[config.mk]
export PLATFORM = sky130hd
export DESIGN_NAME = dbc_top
export DESIGN_NICKNAME = d
export VERILOG_FILES = /design/src/dbc_pkg.sv /design/src/dbc_bridge.sv /design/src/dbc_top.sv
export VERILOG_INCLUDE_DIRS = /design/src /design/src/src
export SDC_FILE = /design/constraint.sdc
export NUM_CORES = 1
export LEC_CHECK = 0
export BUFFER_PORTS_ARGS = -buffer_cell sky130_fd_sc_hd__buf_4
export CAP_MARGIN = 25
export CORE_UTILIZATION = 52
export DETAILED_ROUTE_END_ITERATION = 8
export HOLD_SLACK_MARGIN = 0.06
export PLACE_DENSITY = 0.8
export SETUP_SLACK_MARGIN = 0.2
export SLEW_MARGIN = 5
export SYNTH_ARGS = -nofsm -noshare
export SYNTH_HDL_FRONTEND = slang
export SYNTH_SLANG_ARGS = --single-unit
export TNS_END_PERCENT = 30
[constraint.sdc]
create_clock -name core_clk -period 1.99 [get_ports core_clk]
set_input_delay 0.199 -clock core_clk [delete_from_list [all_inputs] [get_ports core_clk]]
set_output_delay 0.199 -clock core_clk [all_outputs]
set_load 0.02 [all_outputs]
[src/dbc_defines.svh]
// dbc_defines.svh - divisor codes and timing counts for the dual bridge chopper control
// assumes a 10 MHz core clock; included by bare name
`ifndef DBC_DEFINES_SVH
`define DBC_DEFINES_SVH

// ----------------------------------------
// clock and times
// ----------------------------------------
`define DBC_CLK_PERIOD_NS 100
`define DBC_DEADTIME_NS 2000
`define DBC_DEADTIME_CYC ((`DBC_DEADTIME_NS + `DBC_CLK_PERIOD_NS - 1) / `DBC_CLK_PERIOD_NS)
`define DBC_LATENCY_NS 2000
`define DBC_LATENCY_CYC (`DBC_LATENCY_NS / `DBC_CLK_PERIOD_NS)
// source-off interval is R times C; default 20 kohm * 1000 pF = 20000 ns
`define DBC_OFF_RES_OHM 20000
`define DBC_OFF_CAP_PF 1000
`define DBC_OFF_NS ((`DBC_OFF_RES_OHM * `DBC_OFF_CAP_PF) / 1000)
`define DBC_OFF_CYC (`DBC_OFF_NS / `DBC_CLK_PERIOD_NS)
// ----------------------------------------
// threshold divisors, in tenths
// ----------------------------------------
`define DBC_DIV_FULL 12'h064
`define DBC_DIV_TWO_THIRDS 12'h096
`define DBC_DIV_TWO_FIFTHS 12'h0f4
`define DBC_DIV_ZERO 12'h000

`endif

[src/dbc_pkg.sv]
// dbc_pkg.sv - types for the dual bridge chopper control
// assumes dbc_defines.svh is available on the include path
package dbc_pkg;
    // current level select code, {bit1, bit0}
    typedef enum logic [1:0] {
        LVL_FULL = 2'h0,
        LVL_TWO_THIRDS = 2'h1,
        LVL_TWO_FIFTHS = 2'h2,
        LVL_ZERO = 2'h3
    } dbc_level_type;

    // per bridge chopper state
    typedef enum logic [1:0] {
        ST_DEAD = 2'h0,
        ST_ON = 2'h1,
        ST_LATENCY = 2'h2,
        ST_OFF = 2'h3
    } dbc_state_type;
endpackage : dbc_pkg

[src/dbc_bridge.sv]
// dbc_bridge.sv - one full bridge: deadtime, trip latency and source-off one-shot
// assumes trip and thermal inputs already synchronised to core_clk
`timescale 1ns/1ps
`include "dbc_defines.svh"
module dbc_bridge
    import dbc_pkg::*;
#(
    parameter int DEAD_CYC = `DBC_DEADTIME_CYC,
    parameter int LAT_CYC = `DBC_LATENCY_CYC,
    parameter int OFF_CYC = `DBC_OFF_CYC
) (
    // clock and reset
    input wire logic core_clk,
    input wire logic rstn,
    // host controls
    input wire logic direction,
    input wire logic levelSelectBit0,
    input wire logic levelSelectBit1,
    // sensing and protection
    input wire logic tripSync,
    input wire logic thermalOff,
    // driver enables
    output logic srcAEn,
    output logic srcBEn,
    output logic sinkAEn,
    output logic sinkBEn,
    output logic [11:0] thresholdDiv,
    output logic oneShotActive
);
    localparam int CW = 16;
    initial begin
        if (DEAD_CYC < 1 || LAT_CYC < 1 || OFF_CYC < 1 || OFF_CYC >= 2**CW || DEAD_CYC >= 2**CW)
            $error("dbc_bridge: counts out of range");
    end

    dbc_level_type level;
    dbc_state_type state_reg, state_next;
    logic [CW-1:0] count_reg, count_next;
    logic dirSeen_reg, dirSeen_next;
    logic disabled;
    logic srcAEn_next, srcBEn_next, sinkAEn_next, sinkBEn_next;
    logic [11:0] thresholdDiv_next;

    assign level = dbc_level_type'({levelSelectBit1, levelSelectBit0}); // [RQ8]
    assign disabled = (level == LVL_ZERO) || thermalOff; // [RQ9] [RQ14]

    // next state of the chopper sequencer
    always_comb begin
        state_next = state_reg;
        count_next = count_reg;
        dirSeen_next = direction;
        if (direction != dirSeen_reg) begin
            state_next = ST_DEAD; // [RQ10]
            count_next = CW'(DEAD_CYC - 1);
        end else begin
            case (state_reg)
                ST_DEAD: begin
                    if (count_reg == '0)
                        state_next = ST_ON;
                    else
                        count_next = count_reg - 1'b1;
                end
                ST_ON: begin
                    if (tripSync && !disabled) begin
                        state_next = ST_LATENCY; // [RQ3] [RQ5]
                        count_next = CW'(LAT_CYC - 1);
                    end
                end
                ST_LATENCY: begin
                    if (count_reg == '0) begin
                        state_next = ST_OFF; // [RQ4]
                        count_next = CW'(OFF_CYC - 1);
                    end else
                        count_next = count_reg - 1'b1;
                end
                ST_OFF: begin
                    if (count_reg == '0)
                        state_next = ST_ON; // [RQ6]
                    else
                        count_next = count_reg - 1'b1;
                end
                default: state_next = ST_DEAD;
            endcase
        end
    end

    // driver enables from state, direction and level
    always_comb begin
        srcAEn_next = 1'b0;
        srcBEn_next = 1'b0;
        sinkAEn_next = 1'b0;
        sinkBEn_next = 1'b0;
        if (!disabled && state_next != ST_DEAD) begin
            sinkAEn_next = !direction; // [RQ15]
            sinkBEn_next = direction;
            srcAEn_next = direction && (state_next != ST_OFF); // [RQ3]
            srcBEn_next = !direction && (state_next != ST_OFF);
        end
        case (level)
            LVL_FULL: thresholdDiv_next = `DBC_DIV_FULL; // [RQ2]
            LVL_TWO_THIRDS: thresholdDiv_next = `DBC_DIV_TWO_THIRDS;
            LVL_TWO_FIFTHS: thresholdDiv_next = `DBC_DIV_TWO_FIFTHS;
            default: thresholdDiv_next = `DBC_DIV_ZERO;
        endcase
    end

    // registers
    always_ff @(posedge core_clk) begin
        if (!rstn) begin
            state_reg <= ST_DEAD;
            count_reg <= CW'(DEAD_CYC - 1);
            dirSeen_reg <= 1'b0;
            srcAEn <= 1'b0;
            srcBEn <= 1'b0;
            sinkAEn <= 1'b0;
            sinkBEn <= 1'b0;
            thresholdDiv <= `DBC_DIV_FULL;
            oneShotActive <= 1'b0;
        end else begin
            state_reg <= state_next;
            count_reg <= count_next;
            dirSeen_reg <= dirSeen_next;
            srcAEn <= srcAEn_next;
            srcBEn <= srcBEn_next;
            sinkAEn <= sinkAEn_next;
            sinkBEn <= sinkBEn_next;
            thresholdDiv <= thresholdDiv_next;
            oneShotActive <= (state_next == ST_OFF);
        end
    end

    a_no_shoot: assert property (@(posedge core_clk) disable iff (!rstn)
        !(srcAEn && sinkAEn) && !(srcBEn && sinkBEn)) else $error("shoot-through"); // [RQ10]
    a_zero_off: assert property (@(posedge core_clk) disable iff (!rstn)
        $past(level == LVL_ZERO) |-> !(srcAEn || srcBEn || sinkAEn || sinkBEn))
        else $error("zero level left a driver on"); // [RQ9]
    a_off_sink_on: assert property (@(posedge core_clk) disable iff (!rstn)
        oneShotActive && !$past(disabled) |-> (sinkAEn || sinkBEn) && !srcAEn && !srcBEn)
        else $error("off interval wrong drivers"); // [RQ3]
endmodule : dbc_bridge

[src/dbc_top.sv]
// dbc_top.sv - dual bridge chopper control, two independent bridges
// assumes trip and thermal pins asynchronous to core_clk; host pins too
//
// Functional notes
// RQ1 - each bridge regulates with its own one-shot
// RQ2 - current rises until threshold; full is ref/10
// RQ3 - trip turns off only source; sink stays
// RQ4 - off interval equals timing R times C
// RQ5 - about 2 us trip-to-turnoff latency
// RQ6 - source re-enabled after interval; cycle repeats
// RQ7 - user adds delay for capacitive spikes
// RQ8 - select decode: 100, 67, 41, 0 percent
// RQ9 - zero code turns all bridge drivers off
// RQ10 - direction change forces 2 us deadtime
// RQ11 - host half steps with 100/67 percent
// RQ12 - host quarter steps through five level pairs
// RQ13 - host may reduce hold, raise start current
// RQ14 - thermal off at 170, back at 145
// RQ15 - direction high: A high, B low
// RQ16 - counters for times; inputs synchronised first
`timescale 1ns/1ps
`include "dbc_defines.svh"
module dbc_top
    import dbc_pkg::*;
#(
    parameter int DEAD_CYC = `DBC_DEADTIME_CYC,
    parameter int LAT_CYC = `DBC_LATENCY_CYC,
    parameter int OFF_CYC = `DBC_OFF_CYC
) (
    // clock and reset
    input wire logic core_clk,
    input wire logic rstn,
    // host controls, per bridge
    input wire logic [1:0] direction,
    input wire logic [1:0] levelSelectBit0,
    input wire logic [1:0] levelSelectBit1,
    // comparator trips and thermal flags (hot at 170, cool at 145)
    input wire logic [1:0] tripCurrent,
    input wire logic overTemp,
    input wire logic coolTemp,
    // drivers per bridge
    output logic [1:0] srcAEn,
    output logic [1:0] srcBEn,
    output logic [1:0] sinkAEn,
    output logic [1:0] sinkBEn,
    output logic [23:0] thresholdDiv,
    output logic [1:0] oneShotActive,
    output logic thermalOff
);
    // ----------------------------------------
    // input synchronisers
    // ----------------------------------------
    logic [1:0] trip_meta_reg, trip_reg;
    logic [1:0] therm_meta_reg, therm_reg;
    logic [1:0] dir_meta_reg, dir_reg, b0_meta_reg, b0_reg, b1_meta_reg, b1_reg;
    logic thermalOff_next;
    // the trip-latency check looks back this many cycles
    localparam int TRIP_PAST = LAT_CYC + 1;

    // the off-length check looks back eight cycles, so shorter intervals are refused
    initial begin
        if (OFF_CYC < 8)
            $error("dbc_top: OFF_CYC below 8");
    end

    // two flops on every pin
    always_ff @(posedge core_clk) begin
        if (!rstn) begin
            trip_meta_reg <= 2'h0;
            trip_reg <= 2'h0;
            therm_meta_reg <= 2'h0;
            therm_reg <= 2'h0;
            dir_meta_reg <= 2'h0;
            dir_reg <= 2'h0;
            b0_meta_reg <= 2'h3;
            b0_reg <= 2'h3;
            b1_meta_reg <= 2'h3;
            b1_reg <= 2'h3;
        end else begin
            trip_meta_reg <= tripCurrent; // [RQ16]
            trip_reg <= trip_meta_reg;
            therm_meta_reg <= {coolTemp, overTemp};
            therm_reg <= therm_meta_reg;
            dir_meta_reg <= direction;
            dir_reg <= dir_meta_reg;
            b0_meta_reg <= levelSelectBit0;
            b0_reg <= b0_meta_reg;
            b1_meta_reg <= levelSelectBit1;
            b1_reg <= b1_meta_reg;
        end
    end

    // ----------------------------------------
    // thermal hysteresis
    // ----------------------------------------
    // shut down at hot flag, release only when cool flag seen
    always_comb begin
        thermalOff_next = thermalOff;
        if (therm_reg[0])
            thermalOff_next = 1'b1; // [RQ14]
        else if (therm_reg[1])
            thermalOff_next = 1'b0;
    end

    always_ff @(posedge core_clk) begin
        if (!rstn)
            thermalOff <= 1'b0;
        else
            thermalOff <= thermalOff_next;
    end

    // ----------------------------------------
    // two independent bridges
    // ----------------------------------------
    genvar gi;
    generate
        for (gi = 0; gi < 2; gi++) begin : g_bridge
            dbc_bridge #(
                .DEAD_CYC(DEAD_CYC),
                .LAT_CYC(LAT_CYC),
                .OFF_CYC(OFF_CYC)
            ) dbc_bridge_inst ( // [RQ1]
                .core_clk(core_clk),
                .rstn(rstn),
                .direction(dir_reg[gi]),
                .levelSelectBit0(b0_reg[gi]),
                .levelSelectBit1(b1_reg[gi]),
                .tripSync(trip_reg[gi]),
                .thermalOff(thermalOff_next),
                .srcAEn(srcAEn[gi]),
                .srcBEn(srcBEn[gi]),
                .sinkAEn(sinkAEn[gi]),
                .sinkBEn(sinkBEn[gi]),
                .thresholdDiv(thresholdDiv[gi*12 +: 12]),
                .oneShotActive(oneShotActive[gi])
            );
        end
    endgenerate

    a_thermal_kill: assert property (@(posedge core_clk) disable iff (!rstn)
        thermalOff |-> !(|srcAEn) && !(|srcBEn) && !(|sinkAEn) && !(|sinkBEn))
        else $error("driver on during thermal shutdown"); // [RQ14]
    a_trip_latency: assert property (@(posedge core_clk) disable iff (!rstn)
        $rose(oneShotActive[0]) |-> $past(trip_reg[0], TRIP_PAST))
        else $error("source off without trip latency"); // [RQ5]
    a_dir_polarity: assert property (@(posedge core_clk) disable iff (!rstn)
        srcAEn[0] |-> $past(dir_reg[0]) && sinkBEn[0]) else $error("bridge 0 polarity wrong"); // [RQ15]
    a_full_div: assert property (@(posedge core_clk) disable iff (!rstn)
        $past(b0_reg[0] == 1'b0 && b1_reg[0] == 1'b0) |-> thresholdDiv[11:0] == 12'h064)
        else $error("full level divisor wrong"); // [RQ2]
    // a bridge 1 interval that ends without a direction change must have stood at least eight cycles
    a_off_length: assert property (@(posedge core_clk) disable iff (!rstn)
        $fell(oneShotActive[1]) && ($past(dir_reg[1]) == $past(dir_reg[1], 2)) |-> $past(oneShotActive[1], 8))
        else $error("off interval too short"); // [RQ4] [RQ6]
endmodule : dbc_top

# [After elaboration in Yosys (flattened, before gate mapping)]
# Index checks and enable logic that the tools add are counted.
[classes] add_sub_neg=2 eq_ne=22 n_mux=22 n_bitwise=1 reduce_logical=30
[ops] cell="$mux 16" n=6
[ops] cell="$pmux 16 s3" n=2
[ops] cell="$pmux 8 s3" n=2
[ops] cell="$logic_not 16->1" n=2
[ops] cell="$sub 16x1->16 const B" n=2
[ops] cell="$eq 2x2->1 const B" n=10
[ops] cell="$mux 2" n=8
[ops] cell="$pmux 2 s3" n=2
[ops] cell="$eq 2x1->1 const B" n=4
[ops] cell="$logic_and 1x1->1" n=8
[ops] cell="$logic_not 2->1" n=4
[ops] cell="$ne 2x2->1 const B" n=4
[ops] cell="$reduce_and 2->1" n=4
[ops] cell="$reduce_or 2->1" n=4
[ops] cell="$logic_not 1->1" n=4
[ops] cell="$ne 2x1->1 const B" n=2
[ops] cell="$reduce_bool 2->1" n=2
[ops] cell="$logic_or 1x1->1" n=2
[ops] cell="$mux 1" n=2
[ops] cell="$ne 1x1->1" n=2
[ops] cell="$not 1->1" n=1
[totals] reg_bits=93 inputBits=12 out_inout_bits=35

# [Depth between registers and ports, before layout]
[logic_depth] word_depth=11 mapped_depth=9

# [Modules after synthesis]
# A second synthesis with hierarchy kept.
[unflattened] cells_unflattened=432 hier_area_um2=4177.8
[by_module_without_submodules] module="dbc_bridge" n_inst=2 cells_each=193 area_per_inst_um2=1800.5 seq_area_each_um2=560.5
[by_module_without_submodules] module="dbc_top" n_inst=1 cells_each=46 area_per_inst_um2=576.8 seq_area_each_um2=420.4

# [Worst setup path after synthesis]
# No wires, ideal clock.
[synth_path] kind="reg-to-reg" startpoint="register b1_reg[0]" endpoint="register g_bridge[0].dbc_bridge_inst.count_reg[5]" setup_ps=120 arrival_ps=1799 required_time_ps=1870 setup_slack_ps=71 stages_incl_launch_ff=7 path_buffers=0 period_less_slack_ps=1919 path_cell_list="dfxtp_1 > ha_1 > o41ai_4 > o41ai_4 > nor4b_1 > xnor2_1 > nor2_1"
[synth_via] elab_chain_cells=6
[synth_lines] element="start: declaration" line="dbc_top.sv:55" rtl="logic [1:0] dir_meta_reg, dir_reg, b0_meta_reg, b0_reg, b1_meta_reg, b1_reg;"
[synth_lines] element="start signal: assignment" line="dbc_top.sv:89" rtl="b1_reg <= b1_meta_reg;"
[synth_lines] element="$eq 2x2->1" line="dbc_bridge.sv:45" rtl="assign disabled = (level == LVL_ZERO) || thermalOff;"
[synth_lines] element="$logic_or 1x1->1" line="dbc_bridge.sv:45"
[synth_lines] element="$logic_not 1->1" line="dbc_bridge.sv:64" rtl="if (tripSync && !disabled) begin"
[synth_lines] element="$logic_and 1x1->1" line="dbc_bridge.sv:64"
[synth_lines] element="$ne 2x1->1 (no line)"
[synth_lines] element="$reduce_and 2->1 (no line)"
[synth_lines] element="end signal: assignment" line="dbc_bridge.sv:111" rtl="count_reg <= CW'(DEAD_CYC - 1);"
[synth_lines] element="end signal: assignment" line="dbc_bridge.sv:121" rtl="count_reg <= count_next;"
[synth_lines] element="end: declaration" line="dbc_bridge.sv:38" rtl="logic [CW-1:0] count_reg, count_next;"
# No other way between the ends.
# A chain may end at the register's enable or synchronous reset.

# [Worst setup path after layout]
[layout_path] startpoint="register g_bridge[1].dbc_bridge_inst.count_reg[12]" endpoint="register g_bridge[1].dbc_bridge_inst.srcBEn"
[layout_via] elab_chain_cells=7 elab_cells_between_ends=10
[layout_lines] element="start: declaration" line="dbc_bridge.sv:38"
[layout_lines] element="start signal: assignment" line="dbc_bridge.sv:111"
[layout_lines] element="start signal: assignment" line="dbc_bridge.sv:121"
[layout_lines] element="$logic_not 16->1 *" line="dbc_bridge.sv:58, dbc_bridge.sv:70, dbc_bridge.sv:77"
[layout_lines] element="$mux 2, on equally long branches" line="dbc_bridge.sv:58, dbc_bridge.sv:77, dbc_bridge.sv:70"
[layout_lines] element="$pmux 2 s3 *" line="dbc_bridge.sv:56" rtl="case (state_reg)"
[layout_lines] element="$mux 2 *" line="dbc_bridge.sv:52" rtl="if (direction != dirSeen_reg) begin"
[layout_lines] element="$reduce_bool 2->1" line="dbc_bridge.sv:93" rtl="if (!disabled && state_next != ST_DEAD) begin"
[layout_lines] element="$logic_and 1x1->1" line="dbc_bridge.sv:93"
[layout_lines] element="$reduce_and 2->1 (no line)"
[layout_lines] element="end signal: assignment" line="dbc_bridge.sv:124" rtl="srcBEn <= srcBEn_next;"
[layout_lines] element="end: declaration" line="dbc_bridge.sv:24" rtl="output logic srcBEn,"
# Every way passes the cells marked *; elsewhere a longest branch is shown, timed or not.

==> qor.csv <==
stage,metric,value,unit
setup_path,cp-end-kind,flip-flop,
route,wirelength,10.3,mm
die,dieArea,7300,um2
route,met1_length,3.97,mm
final_layout,post-route-util,73.5,%
route,wire_per_inst,17.8,um
timing,period_share,102,%
place,placedCellCount,520,
synthesis,synth_top_area_cell,dfxtp_1,
clocking,insertion_delay,0.35,ns
synthesis,async_reset_ff_share,0,%
die,initial_core_util,53.6,%
route,postRouteAntennaNets,0,
setup_path,critical_path.max_fanout,4,
synthesis,synth_most_common_cell,dfxtp_1,
global_route,antenna_found_initial,0,
synthesis,ys_seq_area_share,42.6,%
pwr,power_density,629,nW/um2
synthesis,syn_inst,402,
global_route,first_global_vias,2931,
route,drc,0,
clocking,path_clk_slew,0.09,ns
route,dr.pass1.iters,5,
route,vias_per_cell,5.84,
final_layout,n_fill_cell,417,
outcome,failed_checks,negative setup slack,
die,num_rows,30,
pwr,ir_drop,0.674,mV
place,place_ws,-0.0512,ns
timing,slew_violations,0,
setup_path,crit_cells,8,
die,fp.coreArea,6760,um2
setup_path,cp.required,2.23,ns
setup_path,cp_cell_sequence,"nor4_2, buf_4, nand4_1, buf_4, or3_4, a21oi_4, xnor2_2, nor2_1",
final_layout,layout.nets,520,
place,place_hpwl,5.23,mm
die,die_w,85.4,um
pwr,p_leak,2.08,nW
setup_path,critPathKind,reg -> reg,
outcome,status,finished with violations,
synthesis,netlist_area,3620,um2
clocking,cts_buffers,9,
timing,rsz0062_at_grt,true,
hold_path,hold_path.class,in -> reg,
timing,fin_ws,-0.0363,ns
global_route,grt_max_degree,38,
clocking,clock-sinks,77,
synthesis,synth_area_leaders,"dfxtp_1 (43%), ha_1 (6.2%), buf_4 (5.4%), nor2_1 (4.8%), and2_1 (4.3%)",
synthesis,synth.avg_cell_area,9.00,um2
setup_path,critical_path_arrival,2.26,ns
synthesis,ys.flop_type,dfxtp_1,
synthesis,yosys_register_bits,77,
final_layout,final_cells,575,
pwr,power,0.00312,W
global_route,grt_use_total,23.6,%
clocking,cts_buffer_depth,2,
timing,setup_tns,-0.154,ns
synthesis,yosys.cell_types.count,51,
synthesis,synth_edf_count,0,
final_layout,antennaDiodeCount,0,
setup_path,cp_slowest_cell,dfxtp_1,
final_layout,syn2layout_area_growth,37.2,%
flow_run,timing.max_cap.violations,0,
final_layout,final_layout_size_suffix_gt1_share,39.6,%
synthesis,ys_top_cells_by_count,"dfxtp_1 (77), nor2_1 (46), buf_4 (26), nand2_1 (26), and2_1 (25)",
setup_path,worst-path-buf-inv,2,
hold_path,holdPathStages,2,
setup_path,start_kind,flip-flop,
route,wl_met2,5.23,mm
route,highest_layer,met4,
timing,period_needed,2.03,ns
setup_path,critical-path-max-stage-delay,0.35,ns
route,dr_total_vias,3359,
timing,fmax,0.494,GHz
setup_path,crit_top_cell,buf_4,
route,drt_iter0_markers,294,
timing,setup_violations,7,
setup_path,reg2reg_depth,8,
route,met3WireLength,611,um
place,port-buffer-count,34,
clocking,cts_tree,yes,
clocking,root_buffer,clkbuf_8,
place,gp_congestion,0.884,
global_route,grt_pass1_wl,13.5,mm
final_layout,largest_reg_flops,32,
die,fp.dieH,85.4,um
setup_path,crit_family,simple AND/OR/NAND/NOR gates,
global_route,grt_remaining_overflow,0,
synthesis,yosys_warnings,0,
die,io_pins,47,
timing,finalHoldViolCount,0,
clocking,htree_levels,3,
synthesis,synth_top_area_share,42.6,%
timing,clock_skew,0.0149,ns
## final timing paths
kind	slack (ns)	from	to
max	-0.04	g_bridge[1].dbc_bridge_inst.count_reg[12]	g_bridge[1].dbc_bridge_inst.srcBEn
min	0.08	direction[1]	dir_meta_reg[1]
max reg2reg	-0.04	g_bridge[1].dbc_bridge_inst.count_reg[12]	g_bridge[1].dbc_bridge_inst.srcBEn
min reg2reg	0.42	b0_meta_reg[1]	b0_reg[1]
## cell usage in the layout (no fill, tap or decap), drive strengths merged, types with 5 or more instances in the layout
cell / count
nor4: 11
conb: 12
xnor2: 14
inv: 20
nand3: 7
ha: 18
buf: 93
clkbuf: 11
dfxtp: 77
dlygate4sd3: 7
o21ai: 21
xor2: 6
or3: 5
a31oi: 5
nor3: 14
a21oi: 24
o22ai: 7
nand2b: 10
and2: 25
nand2: 26
nor2: 46
## power by group
group	internal [W]	switching [W]	leakage (nW)
clock network	0.000532	0.000612	0.0926
logic	0.000157	0.000203	1.36
registers	0.00158	0.0000358	0.631
## logic make-up after synthesis
| family | synth area share (%) |
|---|---|
| flops | 42.6 |
| xor+xnor | 4.84 |
| buf+inv | 8.13 |
| simple gates | 23.6 |
| compound gates | 14.5 |
| fa+ha+maj | 6.22 |
| other cells | 0.104 |
## final cells by class
cell class              count  area [um2]  area share (%)
well taps                  80         100            2.02
flip-flops and latches     77        1570            31.5
inverters                  18        67.6            1.36
repair buffers            100         825            16.6
clock inverters             5        41.3           0.831
clock buffers              11         151            3.05
multi-input cells         284        2210            44.6
## what timing repair did
item,CTS,global route
setup endpoints to repair,46,46
setup buffers,20,12
hold endpoints to repair,7,0
resized for setup,47,68
hold buffers,7,0
pin swaps,24,51
## metal layers
metal	track usage, %	vias up
met3	4.18	47
met1	29.2	1596
met5	0	-
met2	40.1	192
met4	10.9	0
li1	-	1524
## per-stage QoR
step                      hold WS (ns)  instance area (um2)
after floorplan                  0.300                 3670
after global placement           0.383                 4000
after detailed placement         0.387                 4000
after CTS                       0.0631                 4620
after global routing            0.0689                 4970
final                           0.0840                 4970
Power figures use the tool's default switching activity.
